--- src/inc/nv_pkg.sv ---
// Shared constants, commands and carriers for the nonvolatile write controller
package nv_pkg;
	// Clock and timing
	localparam int CLK_MHZ = 100;
	localparam int WIN_US = 120;
	localparam int WIN_CYC = WIN_US * CLK_MHZ;
	localparam int PWRUP_MS = 5;
	localparam int PWRUP_CYC = PWRUP_MS * 1000 * CLK_MHZ;
	localparam int FL_TMO_US = 1000;
	localparam int FL_TMO_CYC = FL_TMO_US * CLK_MHZ;
	// Geometry
	localparam int ADDR_W = 15;
	localparam int PAGE_BYTES = 64;
	localparam int IDX_W = 6;
	localparam int PAGE_W = 9;
	localparam int PAGE_LSB = 6;
	localparam int OTP_SEL_BIT = 6;
	// Command addresses (low 12 address bits) and data codes
	localparam logic [11:0] CMD_ADDR1 = 12'h555;
	localparam logic [11:0] CMD_ADDR2 = 12'haaa;
	localparam logic [7:0] CMD_D1 = 8'haa;
	localparam logic [7:0] CMD_D2 = 8'h55;
	localparam logic [7:0] CMD_PROG = 8'ha0;
	localparam logic [7:0] CMD_EXT = 8'h80;
	localparam logic [7:0] CMD_OTP = 8'h90;
	localparam logic [7:0] CMD_OFF = 8'h20;
	localparam logic [7:0] CMD_SECT = 8'h30;
	localparam logic [7:0] CMD_BULK = 8'h10;
	localparam logic [7:0] ERASED = 8'hff;
	// Status byte layout
	localparam int POLL_BIT = 7;
	localparam int TOGGLE_BIT = 6;
	localparam int ERR_BIT = 5;
	// Decoded command sequences
	typedef enum logic [2:0] {
		C_NONE = 3'h0,
		C_PROG = 3'h1,
		C_OTP = 3'h2,
		C_OFF = 3'h3,
		C_SECT = 3'h4,
		C_BULK = 3'h5
	} cmd_t;
	// One byte towards the EEPROM cells
	typedef struct packed {
		logic valid;
		logic [PAGE_W-1:0] page;
		logic [IDX_W-1:0] idx;
		logic [7:0] data;
	} eeWr_t;
	// One flash program or erase launch
	typedef struct packed {
		logic prog;
		logic erase;
		logic bulk;
		logic [ADDR_W-1:0] addr;
		logic [7:0] data;
	} flOp_t;
endpackage

--- src/design/cmd_seq.sv ---
// Command sequence recogniser with an inter-write gap limit
`timescale 1ns/10ps
module cmd_seq #(
	parameter int WIN = nv_pkg::WIN_CYC
)(
	// Clock and reset
	input wire logic clk,
	input wire logic rst,
	// Write event from the bus
	input wire logic wrEvt,
	input wire logic [nv_pkg::ADDR_W-1:0] addr,
	input wire logic [7:0] data,
	// Decoder results
	output logic consumed,
	output nv_pkg::cmd_t cmd,
	output logic active
);
	localparam int GW = $clog2(WIN + 1);
	// One-hot sequence steps
	typedef enum logic [5:0] {
		S0 = 6'h01, S1 = 6'h02, S2 = 6'h04, S3 = 6'h08, S4 = 6'h10, S5 = 6'h20
	} step_t;
	step_t stepFf, nxt_step;
	logic [GW-1:0] gapFf; // Cycles since the last write
	logic match;
	wire a1 = addr[11:0] == nv_pkg::CMD_ADDR1;
	wire a2 = addr[11:0] == nv_pkg::CMD_ADDR2;
	wire gapOut = gapFf >= GW'(WIN - 1);
	assign consumed = wrEvt & match;
	assign active = stepFf != S0;
	// Next step and decoded command
	always_comb
	begin
		match = 1'b0;
		cmd = nv_pkg::C_NONE;
		nxt_step = S0;
		case (stepFf)
			S0: match = a1 && data == nv_pkg::CMD_D1;
			S1: match = a2 && data == nv_pkg::CMD_D2;
			S2: match = a1 && (data == nv_pkg::CMD_PROG || data == nv_pkg::CMD_EXT
				|| data == nv_pkg::CMD_OTP);
			S3: match = a1 && data == nv_pkg::CMD_D1;
			S4: match = a2 && data == nv_pkg::CMD_D2;
			S5: match = (a1 && (data == nv_pkg::CMD_OFF || data == nv_pkg::CMD_BULK))
				|| data == nv_pkg::CMD_SECT;
			default: match = 1'b0;
		endcase
		if (match)
		begin
			case (stepFf)
				S0: nxt_step = S1;
				S1: nxt_step = S2;
				S2: nxt_step = data == nv_pkg::CMD_EXT ? S3 : S0;
				S3: nxt_step = S4;
				S4: nxt_step = S5;
				default: nxt_step = S0;
			endcase
			if (stepFf == S2 && data == nv_pkg::CMD_PROG)
				cmd = nv_pkg::C_PROG;
			else if (stepFf == S2 && data == nv_pkg::CMD_OTP)
				cmd = nv_pkg::C_OTP;
			else if (stepFf == S5 && data == nv_pkg::CMD_OFF)
				cmd = nv_pkg::C_OFF;
			else if (stepFf == S5 && data == nv_pkg::CMD_BULK)
				cmd = nv_pkg::C_BULK;
			else if (stepFf == S5)
				cmd = nv_pkg::C_SECT;
			if (!wrEvt)
				cmd = nv_pkg::C_NONE;
		end
	end
	// Step register; a stale sequence is dropped after the gap limit
	always_ff @(posedge clk or posedge rst)
	begin
		if (rst)
		begin
			stepFf <= S0;
			gapFf <= '0;
		end
		else if (wrEvt)
		begin
			stepFf <= nxt_step;
			gapFf <= '0;
		end
		else
		begin
			if (gapOut)
				stepFf <= S0;
			if (!gapOut)
				gapFf <= gapFf + 1'b1;
		end
	end
endmodule

--- src/design/ee_flash_ctrl.sv ---
// EEPROM write control, write lock, one-time row and flash status reporting
// Notes on behaviour
// - EEPROM byte write taken on select plus strobe
// - Storage starts after 120 us without writes
// - Busy shown by polling, toggle and ready pin
// - 64-byte volatile buffer committed in one storage
// - Any order within page, low six bits index
// - Page commit begins 120 us after last write
// - Locked device takes data only after unlock
// - Lock state nonvolatile, cleared only by disable
// - Enable sequence may be followed by data directly
// - Ready pin low from first EEPROM command write
// - Lock commands report by toggle or pin
// - Sequences span pages within 120 us gaps
// - One-time row byte written once after enable
// - One-time row refused while locked
// - Flash programs only zeros, after command sequence
// - Program polling shows inverted bit seven
// - Error on timeout or zero-to-one attempt
// - Erase polling reads zero; error on timeout
// - Toggle bit flips per busy read
// - EEPROM writes inhibited 5 ms after power-up
`timescale 1ns/10ps
module ee_flash_ctrl #(
	parameter int WIN_CYC = nv_pkg::WIN_CYC,
	parameter int PWRUP_CYC = nv_pkg::PWRUP_CYC,
	parameter int FL_TMO_CYC = nv_pkg::FL_TMO_CYC
)(
	// Clock and reset
	input wire logic clk,
	input wire logic rst,
	// Host bus
	input wire logic [nv_pkg::ADDR_W-1:0] addr,
	input wire logic [7:0] wrData,
	input wire logic wrStb,
	input wire logic rdStb,
	input wire logic eeSectorSelect,
	input wire logic flashSectorSelect,
	output logic [7:0] rdData,
	// Cell arrays
	input wire logic [7:0] eeCellData,
	input wire logic [7:0] flashCellData,
	input wire logic eeCellDone,
	input wire logic flashCellDone,
	output nv_pkg::eeWr_t eeWr,
	output nv_pkg::eeWr_t otpWr,
	output nv_pkg::flOp_t flOp,
	// Lock cell
	input wire logic lockNvIn,
	output logic lockWr,
	output logic lockState,
	// Status pin
	output logic readyBusyPin
);
	localparam int WW = $clog2(WIN_CYC + 1);
	localparam int PW = $clog2(PWRUP_CYC + 1);
	localparam int TW = $clog2(FL_TMO_CYC + 1);
	// EEPROM storage states
	typedef enum logic [3:0] {
		EE_IDLE = 4'h1, EE_COLLECT = 4'h2, EE_STORE = 4'h4, EE_WAIT = 4'h8
	} ee_t;
	// Flash operation states
	typedef enum logic [2:0] {
		FL_IDLE = 3'h1, FL_PROG = 3'h2, FL_ERASE = 3'h4
	} fl_t;

	// Status byte builder
	function automatic logic [7:0] statByte(input logic poll, input logic tog, input logic err);
		statByte = '0;
		statByte[nv_pkg::POLL_BIT] = poll;
		statByte[nv_pkg::TOGGLE_BIT] = tog;
		statByte[nv_pkg::ERR_BIT] = err;
	endfunction

	ee_t eeState, nxt_ee;
	fl_t flState, nxt_fl;
	logic [7:0] bufFf [nv_pkg::PAGE_BYTES]; // Page buffer
	logic [nv_pkg::PAGE_BYTES-1:0] loadedFf; // Entries holding data
	logic [nv_pkg::PAGE_BYTES-1:0] otpUsedFf; // Row bytes already written
	logic [nv_pkg::PAGE_W-1:0] pageFf; // Page of the buffered data
	logic anyLoadedFf; // Buffer holds at least one byte
	logic [WW-1:0] winCnt; // Inactivity window
	logic [PW-1:0] pwrCnt; // Power-up inhibit
	logic [TW-1:0] tmoCnt; // Flash operation timeout
	logic [nv_pkg::IDX_W-1:0] streamIdx; // Buffer entry being committed
	logic lockFf, lockLoadedFf, unlockFf, pendLockFf, pendValFf;
	logic otpArmedFf, progArmedFf, flErrFf, progBit7Ff, lastBit7Ff, toggleFf;
	logic eeConsumed, eeSeqActive, flConsumed;
	nv_pkg::cmd_t eeCmd, flCmd;

	// Decode of bus events
	wire eeWrEvt = wrStb & eeSectorSelect;
	wire flWrEvt = wrStb & flashSectorSelect;
	wire inhibit = pwrCnt != '0;
	wire [nv_pkg::PAGE_W-1:0] wrPage = addr[nv_pkg::ADDR_W-1:nv_pkg::PAGE_LSB];
	wire [nv_pkg::IDX_W-1:0] wrIdx = addr[nv_pkg::IDX_W-1:0];
	wire eeOpen = eeState == EE_IDLE || eeState == EE_COLLECT;
	wire pageOk = !anyLoadedFf || wrPage == pageFf;
	wire dataWr = eeWrEvt & ~eeConsumed & ~inhibit & eeOpen & ~otpArmedFf;
	wire eeAccept = dataWr & (~lockFf | unlockFf) & pageOk;
	wire lockOn = eeCmd == nv_pkg::C_PROG && !inhibit && eeOpen;
	wire lockOff = eeCmd == nv_pkg::C_OFF && !inhibit && eeOpen;
	wire cmdTake = lockOn | lockOff;
	wire winDone = eeState == EE_COLLECT && winCnt == '0;
	wire storeEnd = eeState == EE_STORE && streamIdx == nv_pkg::IDX_W'(nv_pkg::PAGE_BYTES - 1);
	wire otpTry = otpArmedFf & eeWrEvt & ~eeConsumed;
	wire otpOk = otpTry & ~addr[nv_pkg::OTP_SEL_BIT] & ~otpUsedFf[wrIdx] & ~lockFf & ~inhibit;
	wire progTry = progArmedFf & flWrEvt & ~flConsumed & flState == FL_IDLE;
	wire badBits = |(wrData & ~flashCellData);
	wire progGo = progTry & ~badBits;
	wire eraseGo = (flCmd == nv_pkg::C_SECT || flCmd == nv_pkg::C_BULK) && flState == FL_IDLE;
	wire tmoHit = flState != FL_IDLE && tmoCnt == '0 && !flashCellDone;
	wire eeBusy = eeState != EE_IDLE;
	wire flBusy = flState != FL_IDLE;
	wire anyBusy = eeBusy | flBusy;
	wire busyRead = rdStb & (eeSectorSelect | flashSectorSelect) & anyBusy;
	wire pinBusy = eeBusy | eeSeqActive | eeConsumed | flBusy;
	wire [7:0] eeStat = statByte(~lastBit7Ff, toggleFf, 1'b0);
	wire [7:0] flStat = statByte(flState == FL_ERASE ? 1'b0 : ~progBit7Ff, toggleFf, flErrFf);

	// Sequence recognisers for the two arrays
	cmd_seq #(.WIN(WIN_CYC)) eeSeq (
		.clk(clk),
		.rst(rst),
		.wrEvt(eeWrEvt),
		.addr(addr),
		.data(wrData),
		.consumed(eeConsumed),
		.cmd(eeCmd),
		.active(eeSeqActive)
	);
	cmd_seq #(.WIN(WIN_CYC)) flSeq (
		.clk(clk),
		.rst(rst),
		.wrEvt(flWrEvt),
		.addr(addr),
		.data(wrData),
		.consumed(flConsumed),
		.cmd(flCmd),
		.active()
	);

	// EEPROM state transitions
	always_comb
	begin
		nxt_ee = eeState;
		case (eeState)
			EE_IDLE: if (eeAccept | cmdTake) nxt_ee = EE_COLLECT;
			EE_COLLECT: if (winDone) nxt_ee = EE_STORE;
			EE_STORE: if (storeEnd) nxt_ee = EE_WAIT;
			EE_WAIT: if (eeCellDone) nxt_ee = EE_IDLE;
			default: nxt_ee = EE_IDLE;
		endcase
	end

	// Flash state transitions
	always_comb
	begin
		nxt_fl = flState;
		case (flState)
			FL_IDLE: if (progGo) nxt_fl = FL_PROG; else if (eraseGo) nxt_fl = FL_ERASE;
			FL_PROG, FL_ERASE: if (flashCellDone | tmoHit) nxt_fl = FL_IDLE;
			default: nxt_fl = FL_IDLE;
		endcase
	end

	// State registers and power-up inhibit
	always_ff @(posedge clk or posedge rst)
	begin
		if (rst)
		begin
			eeState <= EE_IDLE;
			flState <= FL_IDLE;
			pwrCnt <= PW'(PWRUP_CYC);
		end
		else
		begin
			eeState <= nxt_ee;
			flState <= nxt_fl;
			if (inhibit)
				pwrCnt <= pwrCnt - 1'b1;
		end
	end

	// Inactivity window restarted by each accepted write
	always_ff @(posedge clk or posedge rst)
	begin
		if (rst)
			winCnt <= '0;
		else if (eeAccept | cmdTake)
			winCnt <= WW'(WIN_CYC - 1);
		else if (winCnt != '0)
			winCnt <= winCnt - 1'b1;
	end

	// Page buffer fill and drain
	always_ff @(posedge clk or posedge rst)
	begin
		if (rst)
		begin
			loadedFf <= '0;
			anyLoadedFf <= 1'b0;
			pageFf <= '0;
			lastBit7Ff <= 1'b0;
			streamIdx <= '0;
			for (int i = 0; i < nv_pkg::PAGE_BYTES; i++)
				bufFf[i] <= '0;
		end
		else
		begin
			if (eeAccept)
			begin
				bufFf[wrIdx] <= wrData;
				loadedFf[wrIdx] <= 1'b1;
				anyLoadedFf <= 1'b1;
				pageFf <= wrPage;
				lastBit7Ff <= wrData[7];
			end
			if (eeState == EE_STORE)
			begin
				loadedFf[streamIdx] <= 1'b0;
				streamIdx <= streamIdx + 1'b1;
			end
			if (eeState == EE_WAIT && eeCellDone)
				anyLoadedFf <= 1'b0;
		end
	end

	// Committed bytes towards the cells
	always_ff @(posedge clk or posedge rst)
	begin
		if (rst)
			eeWr <= '0;
		else
		begin
			eeWr.valid <= eeState == EE_STORE && loadedFf[streamIdx];
			eeWr.page <= pageFf;
			eeWr.idx <= streamIdx;
			eeWr.data <= bufFf[streamIdx];
		end
	end

	// Write lock: loaded from its cell after reset, changed via storage
	always_ff @(posedge clk or posedge rst)
	begin
		if (rst)
		begin
			lockFf <= 1'b0;
			lockLoadedFf <= 1'b0;
			unlockFf <= 1'b0;
			pendLockFf <= 1'b0;
			pendValFf <= 1'b0;
			lockWr <= 1'b0;
		end
		else
		begin
			lockLoadedFf <= 1'b1;
			if (!lockLoadedFf)
				lockFf <= lockNvIn;
			lockWr <= winDone & pendLockFf;
			if (winDone) // Cleared first, so a command in the same cycle wins
			begin
				unlockFf <= 1'b0;
				pendLockFf <= 1'b0;
				if (pendLockFf)
					lockFf <= pendValFf;
			end
			if (lockOn)
			begin
				unlockFf <= 1'b1;
				pendLockFf <= pendLockFf | ~lockFf;
				pendValFf <= 1'b1;
			end
			if (lockOff)
			begin
				pendLockFf <= 1'b1;
				pendValFf <= 1'b0;
			end
		end
	end
	assign lockState = lockFf;

	// One-time row: armed by command, each byte once, never when locked
	always_ff @(posedge clk or posedge rst)
	begin
		if (rst)
		begin
			otpArmedFf <= 1'b0;
			otpUsedFf <= '0;
			otpWr <= '0;
		end
		else
		begin
			otpWr.valid <= otpOk;
			otpWr.page <= '0;
			otpWr.idx <= wrIdx;
			otpWr.data <= wrData;
			if (otpTry)
				otpArmedFf <= 1'b0;
			if (eeCmd == nv_pkg::C_OTP && !lockFf)
				otpArmedFf <= 1'b1;
			if (otpOk)
				otpUsedFf[wrIdx] <= 1'b1;
		end
	end

	// Flash launch, timeout and error flag
	always_ff @(posedge clk or posedge rst)
	begin
		if (rst)
		begin
			progArmedFf <= 1'b0;
			flErrFf <= 1'b0;
			progBit7Ff <= 1'b0;
			tmoCnt <= '0;
			flOp <= '0;
		end
		else
		begin
			flOp.prog <= progGo;
			flOp.erase <= eraseGo;
			flOp.bulk <= flCmd == nv_pkg::C_BULK;
			flOp.addr <= addr;
			flOp.data <= eraseGo ? nv_pkg::ERASED : wrData;
			if (progTry)
				progArmedFf <= 1'b0;
			if (flCmd == nv_pkg::C_PROG)
			begin
				progArmedFf <= 1'b1;
				flErrFf <= 1'b0;
			end
			if (eraseGo)
				flErrFf <= 1'b0;
			if (progGo)
				progBit7Ff <= wrData[7];
			if (progGo | eraseGo)
				tmoCnt <= TW'(FL_TMO_CYC - 1);
			else if (tmoCnt != '0)
				tmoCnt <= tmoCnt - 1'b1;
			if ((progTry & badBits) | tmoHit)
				flErrFf <= 1'b1;
		end
	end

	// Read data: status while busy or after a flash error, cell contents otherwise
	always_ff @(posedge clk or posedge rst)
	begin
		if (rst)
		begin
			rdData <= '0;
			toggleFf <= 1'b0;
		end
		else
		begin
			if (busyRead)
				toggleFf <= ~toggleFf;
			if (rdStb && eeSectorSelect)
				rdData <= eeBusy ? eeStat : eeCellData;
			else if (rdStb && flashSectorSelect)
				rdData <= (flBusy | flErrFf) ? flStat : flashCellData;
			else
				rdData <= '0;
		end
	end

	// Ready/busy pin, low while any internal cycle or lock command runs
	always_ff @(posedge clk or posedge rst)
	begin
		if (rst)
			readyBusyPin <= 1'b1;
		else
			readyBusyPin <= ~pinBusy;
	end
endmodule

--- config.mk ---
export PLATFORM = sky130hd
export DESIGN_NAME = ee_flash_ctrl
export DESIGN_NICKNAME = d
export VERILOG_FILES = /design/src/inc/nv_pkg.sv /design/src/design/cmd_seq.sv /design/src/design/ee_flash_ctrl.sv
export SDC_FILE = /design/constraint.sdc
export NUM_CORES = 2
export LEC_CHECK = 0
export BUFFER_PORTS_ARGS = -buffer_cell sky130_fd_sc_hd__buf_2
export CAP_MARGIN = 20
export CORE_UTILIZATION = 62
export DETAILED_ROUTE_END_ITERATION = 7
export HOLD_SLACK_MARGIN = 0.05
export PLACE_DENSITY = 0.83
export RECOVER_POWER = 100
export SYNTH_ARGS = -nofsm -noshare
export SYNTH_HDL_FRONTEND = slang
export SYNTH_HIERARCHICAL = 1
export SYNTH_SLANG_ARGS = --single-unit
--- constraint.sdc ---
create_clock -name clk -period 33.8 [get_ports clk]
set_input_delay 6.76 -clock clk [delete_from_list [all_inputs] [get_ports clk]]
set_output_delay 6.76 -clock clk [all_outputs]
set_load 0.01 [all_outputs]
==> results_dict.tcl <==
set metrics [dict create \
    post_drt_wl_per_cell_um 27.03 \
    antenna_found_initial 3 \
    hold_slack_ps 426.1 \
    avgSynthCellArea_um2 12.55 \
    ys_seq_area_frac 0.5288 \
    fp.dieH_um 254.2 \
    stdcell_count 4087 \
    critPathMaxStageDelay_ps 6960 \
    cpLargestDelayFamily "buffers and inverters" \
    finalHoldViolations 0 \
    crit_slowest_cell "clkbuf_1" \
    area_growth_pct 7.247 \
    peakVddDrop_uv 37.32 \
    ant_nets 0 \
    drc 0 \
    reg2reg_to "eeWr[0]$_DFF_PP0_" \
    num_rows 92 \
    clk_pin_slew_ps 60 \
    r2r_start "streamIdx[2]$_DFFE_PP0P_" \
    cts_resized 0 \
    drive_gt1_frac 0.2198 \
    crit_chain "clkbuf_1, clkinvlp_2, clkbuf_1, buf_4, clkbuf_1, buf_16" \
    cp_max_fo 184 \
    power.leakage_nw 20.09 \
    yosys_most_used_dff "dfrtp_1" \
    initial_utilization 0.6265 \
    reg2reg_depth 8 \
    period_share 0.5430 \
    grt_pass1_wl_um 171100 \
    worstSetupPathType "in2async" \
    ys_ff_latch 833 \
    cts_inserted_buffers 83 \
    rrSetupSlack_ps 23700 \
    grt_max_degree 200 \
    first_iter_violations 3552 \
    maxCapViolCount 25 \
    crit_buf_inv 6 \
    slew_viol_final 1485 \
    status "complete, but fails checks" \
    place_inst 3928 \
    startpoint "rst" \
    synth_edf_count 0 \
    nets 3226 \
    cts_setup_buffers 0 \
    arrival_ps 19140 \
    core_um2 62970 \
    dpl.hpwl_um 68550 \
    yosysUniqueCellTypes 92 \
    cts_root_buffer "clkbuf_16" \
    grt_pass1_vias 29040 \
    fin_skew_ps 43.49 \
    synth-async-reset-ratio 1.000 \
    gp_congestion 0.9484 \
    synth_cells 3143 \
    relSlewSlack -5.501 \
    dieArea_um2 64640 \
    cts_tree "built" \
    syn_area_um2 39450 \
    ys_warn_count 6 \
    fp.dieW_um 254.2 \
    clk_path_buf_depth 3 \
    gr-usage-all-layers 0.3478 \
    num_io_pins 133 \
    rsz0062_at_grt "no" \
    wirelength_um 110500 \
    overflow 0 \
    htree_levels 3 \
    placed_area_um2 40410 \
    hp-class "reg2reg" \
    power.total_mw 2.122 \
    path_depth 6 \
    cts_sinks 833 \
    first_pass_iters 8 \
    clk_latency_ps 670 \
    cp.required_ps 34590 \
    min_period_ps 18350 \
    max_freq_ghz 0.05448 \
    violations "capacitance limit, slew limit" \
    setup-violations-final 0 \
    dr_total_vias 28050 \
    portBuffers 123 \
    cp-end-kind "asynchronous set/reset pin" \
    p_per_area_nw_per_um2 50.16 \
    cp-endpoint "bufFf[505]$_DFFE_PP0P_" \
    vias_per_cell 6.864 \
    cts_hold_buffers 0 \
    crit_path_start_kind "primary input" \
    crit_path_frequent_cell "clkbuf_1" \
    final_cell_area_um2 42310 \
    setup_tns_ps 0 \
    tightest_slew_ps 9751 \
]
[logic make-up after synthesis]
kind of cell               Yosys count  share of synthesized area
AOI/OAI and AO/OA                  507                    0.09131
xor gates and xnor gates            72                    0.01599
DFF                                833                     0.5288
buffers and inverters              314                    0.03682
muxes                              699                     0.2266
other                                2                  0.0001904
and+or+nand+nor                    708                    0.09778
adders and majority gates            8                   0.002537
[placed cells by master (no fill, tap or decap), drive strengths merged, types with 14 or more instances in the layout]
cell	netlist	final
nor2	161	161
xnor2	45	45
nor3b	15	15
nor4	24	24
o22ai	34	34
and2	14	14
o21ai	52	52
nand4	18	18
a22oi	62	62
a221oi	68	68
a21oi	109	109
a31oi	18	18
or4	18	18
a22o	16	16
nand3b	18	18
dfrtp	821	821
nor2b	18	18
a21o	17	17
nand2	185	185
mux2	570	570
nand2b	17	17
o21bai	42	42
mux2i	74	74
clkinv	1	19
or3	41	41
mux4	55	55
buf	95	55
inv	76	79
clkbuf	142	235
xor2	27	27
nand3	67	67
nor3	52	52
[worst reg2reg max path, delay by kind of cell, from the launching register on]
kind	cells	cell delay, ps
and+or+nand+nor	2	2650
AOI/OAI and AO/OA	4	1830
buffers and inverters	2	4360
DFF	1	1100
[routing by layer]
layer / wire (um) / up-vias / track usage
met1: 41790 / 14330 / 0.4504
met5: 7 / - / 0
met4: 6894 / 2 / 0.2065
met2: 50540 / 1688 / 0.5319
li1: - / 11520 / -
met3: 11250 / 515 / 0.08818
[where the power goes]
part	internal (mW)	switching (mW)	leakage [nW]	total, mW
registers	1.02	0.0229	11.1	1.05
logic	0.0345	0.0755	7.58	0.110
clock network	0.563	0.402	1.40	0.965
[Yosys cell counts (all sizes together) (34+ instances only)]
library cell | n | area, um^2
o21bai | 42 | 315.3
a22oi | 62 | 465.5
nor3 | 52 | 291.5
a21oi | 109 | 545.5
buf | 95 | 610.6
mux2i | 74 | 740.7
dfrtp | 821 | 20540
inv | 76 | 285.3
mux2 | 570 | 6959
a221oi | 68 | 595.6
o21ai | 52 | 267.8
or3 | 41 | 256.5
nand2 | 185 | 696.9
mux4 | 55 | 1239
xnor2 | 45 | 394.1
nor2 | 161 | 604.3
o22ai | 34 | 212.7
clkbuf | 142 | 553.0
nand3 | 67 | 480.5
[worst min path at each step]
stage | cells past startpoint | start | end | slack, ps
after floorplan | 0 | streamIdx[2]$_DFFE_PP0P_ | eeWr[10]$_DFF_PP0_ | 360
after global placement | 0 | pageFf[4]$_DFFE_PP0P_ | eeWr[18]$_DFF_PP0_ | 400
after detailed placement | 0 | pageFf[3]$_DFFE_PP0P_ | eeWr[17]$_DFF_PP0_ | 410
after CTS | 0 | pageFf[3]$_DFFE_PP0P_ | eeWr[17]$_DFF_PP0_ | 420
after global routing | 0 | pageFf[6]$_DFFE_PP0P_ | eeWr[20]$_DFF_PP0_ | 440
final | 0 | pageFf[3]$_DFFE_PP0P_ | eeWr[17]$_DFF_PP0_ | 430
[metrics by stage]
step	setup slack, ps	utilization
after floorplan	4790	-
after global placement	22230	0.6416
after detailed placement	22010	0.6418
after CTS	22620	0.6870
after global routing	13130	0.6718
final	15450	0.6719
[cell type report]
| cell class | instances | area, um^2 |
|---|---|---|
| Multi-Input combinational cell | 2004 | 16400 |
| Timing Repair Buffer | 171 | 837.1 |
| Fill cell | 4552 | 20660 |
| Tap cell | 846 | 1059 |
| Sequential cell | 833 | 20860 |
| Inverter | 77 | 290.3 |
| Antenna cell | 2 | 5.005 |
| Clock buffer | 119 | 2424 |
| Clock inverter | 35 | 425.4 |
[registers in the layout, indices dropped and copies added (netlist names), 9 cells and up]
name / cells
bufFf: 512
loadedFf: 64
otpUsedFf: 64
flOp: 26
eeWr: 24
pwrCnt: 19
tmoCnt: 17
eeSeq/gapFf: 14
flSeq/gapFf: 14
winCnt: 14
otpWr: 9
pageFf: 9
(Power assumes the default switching activity.)
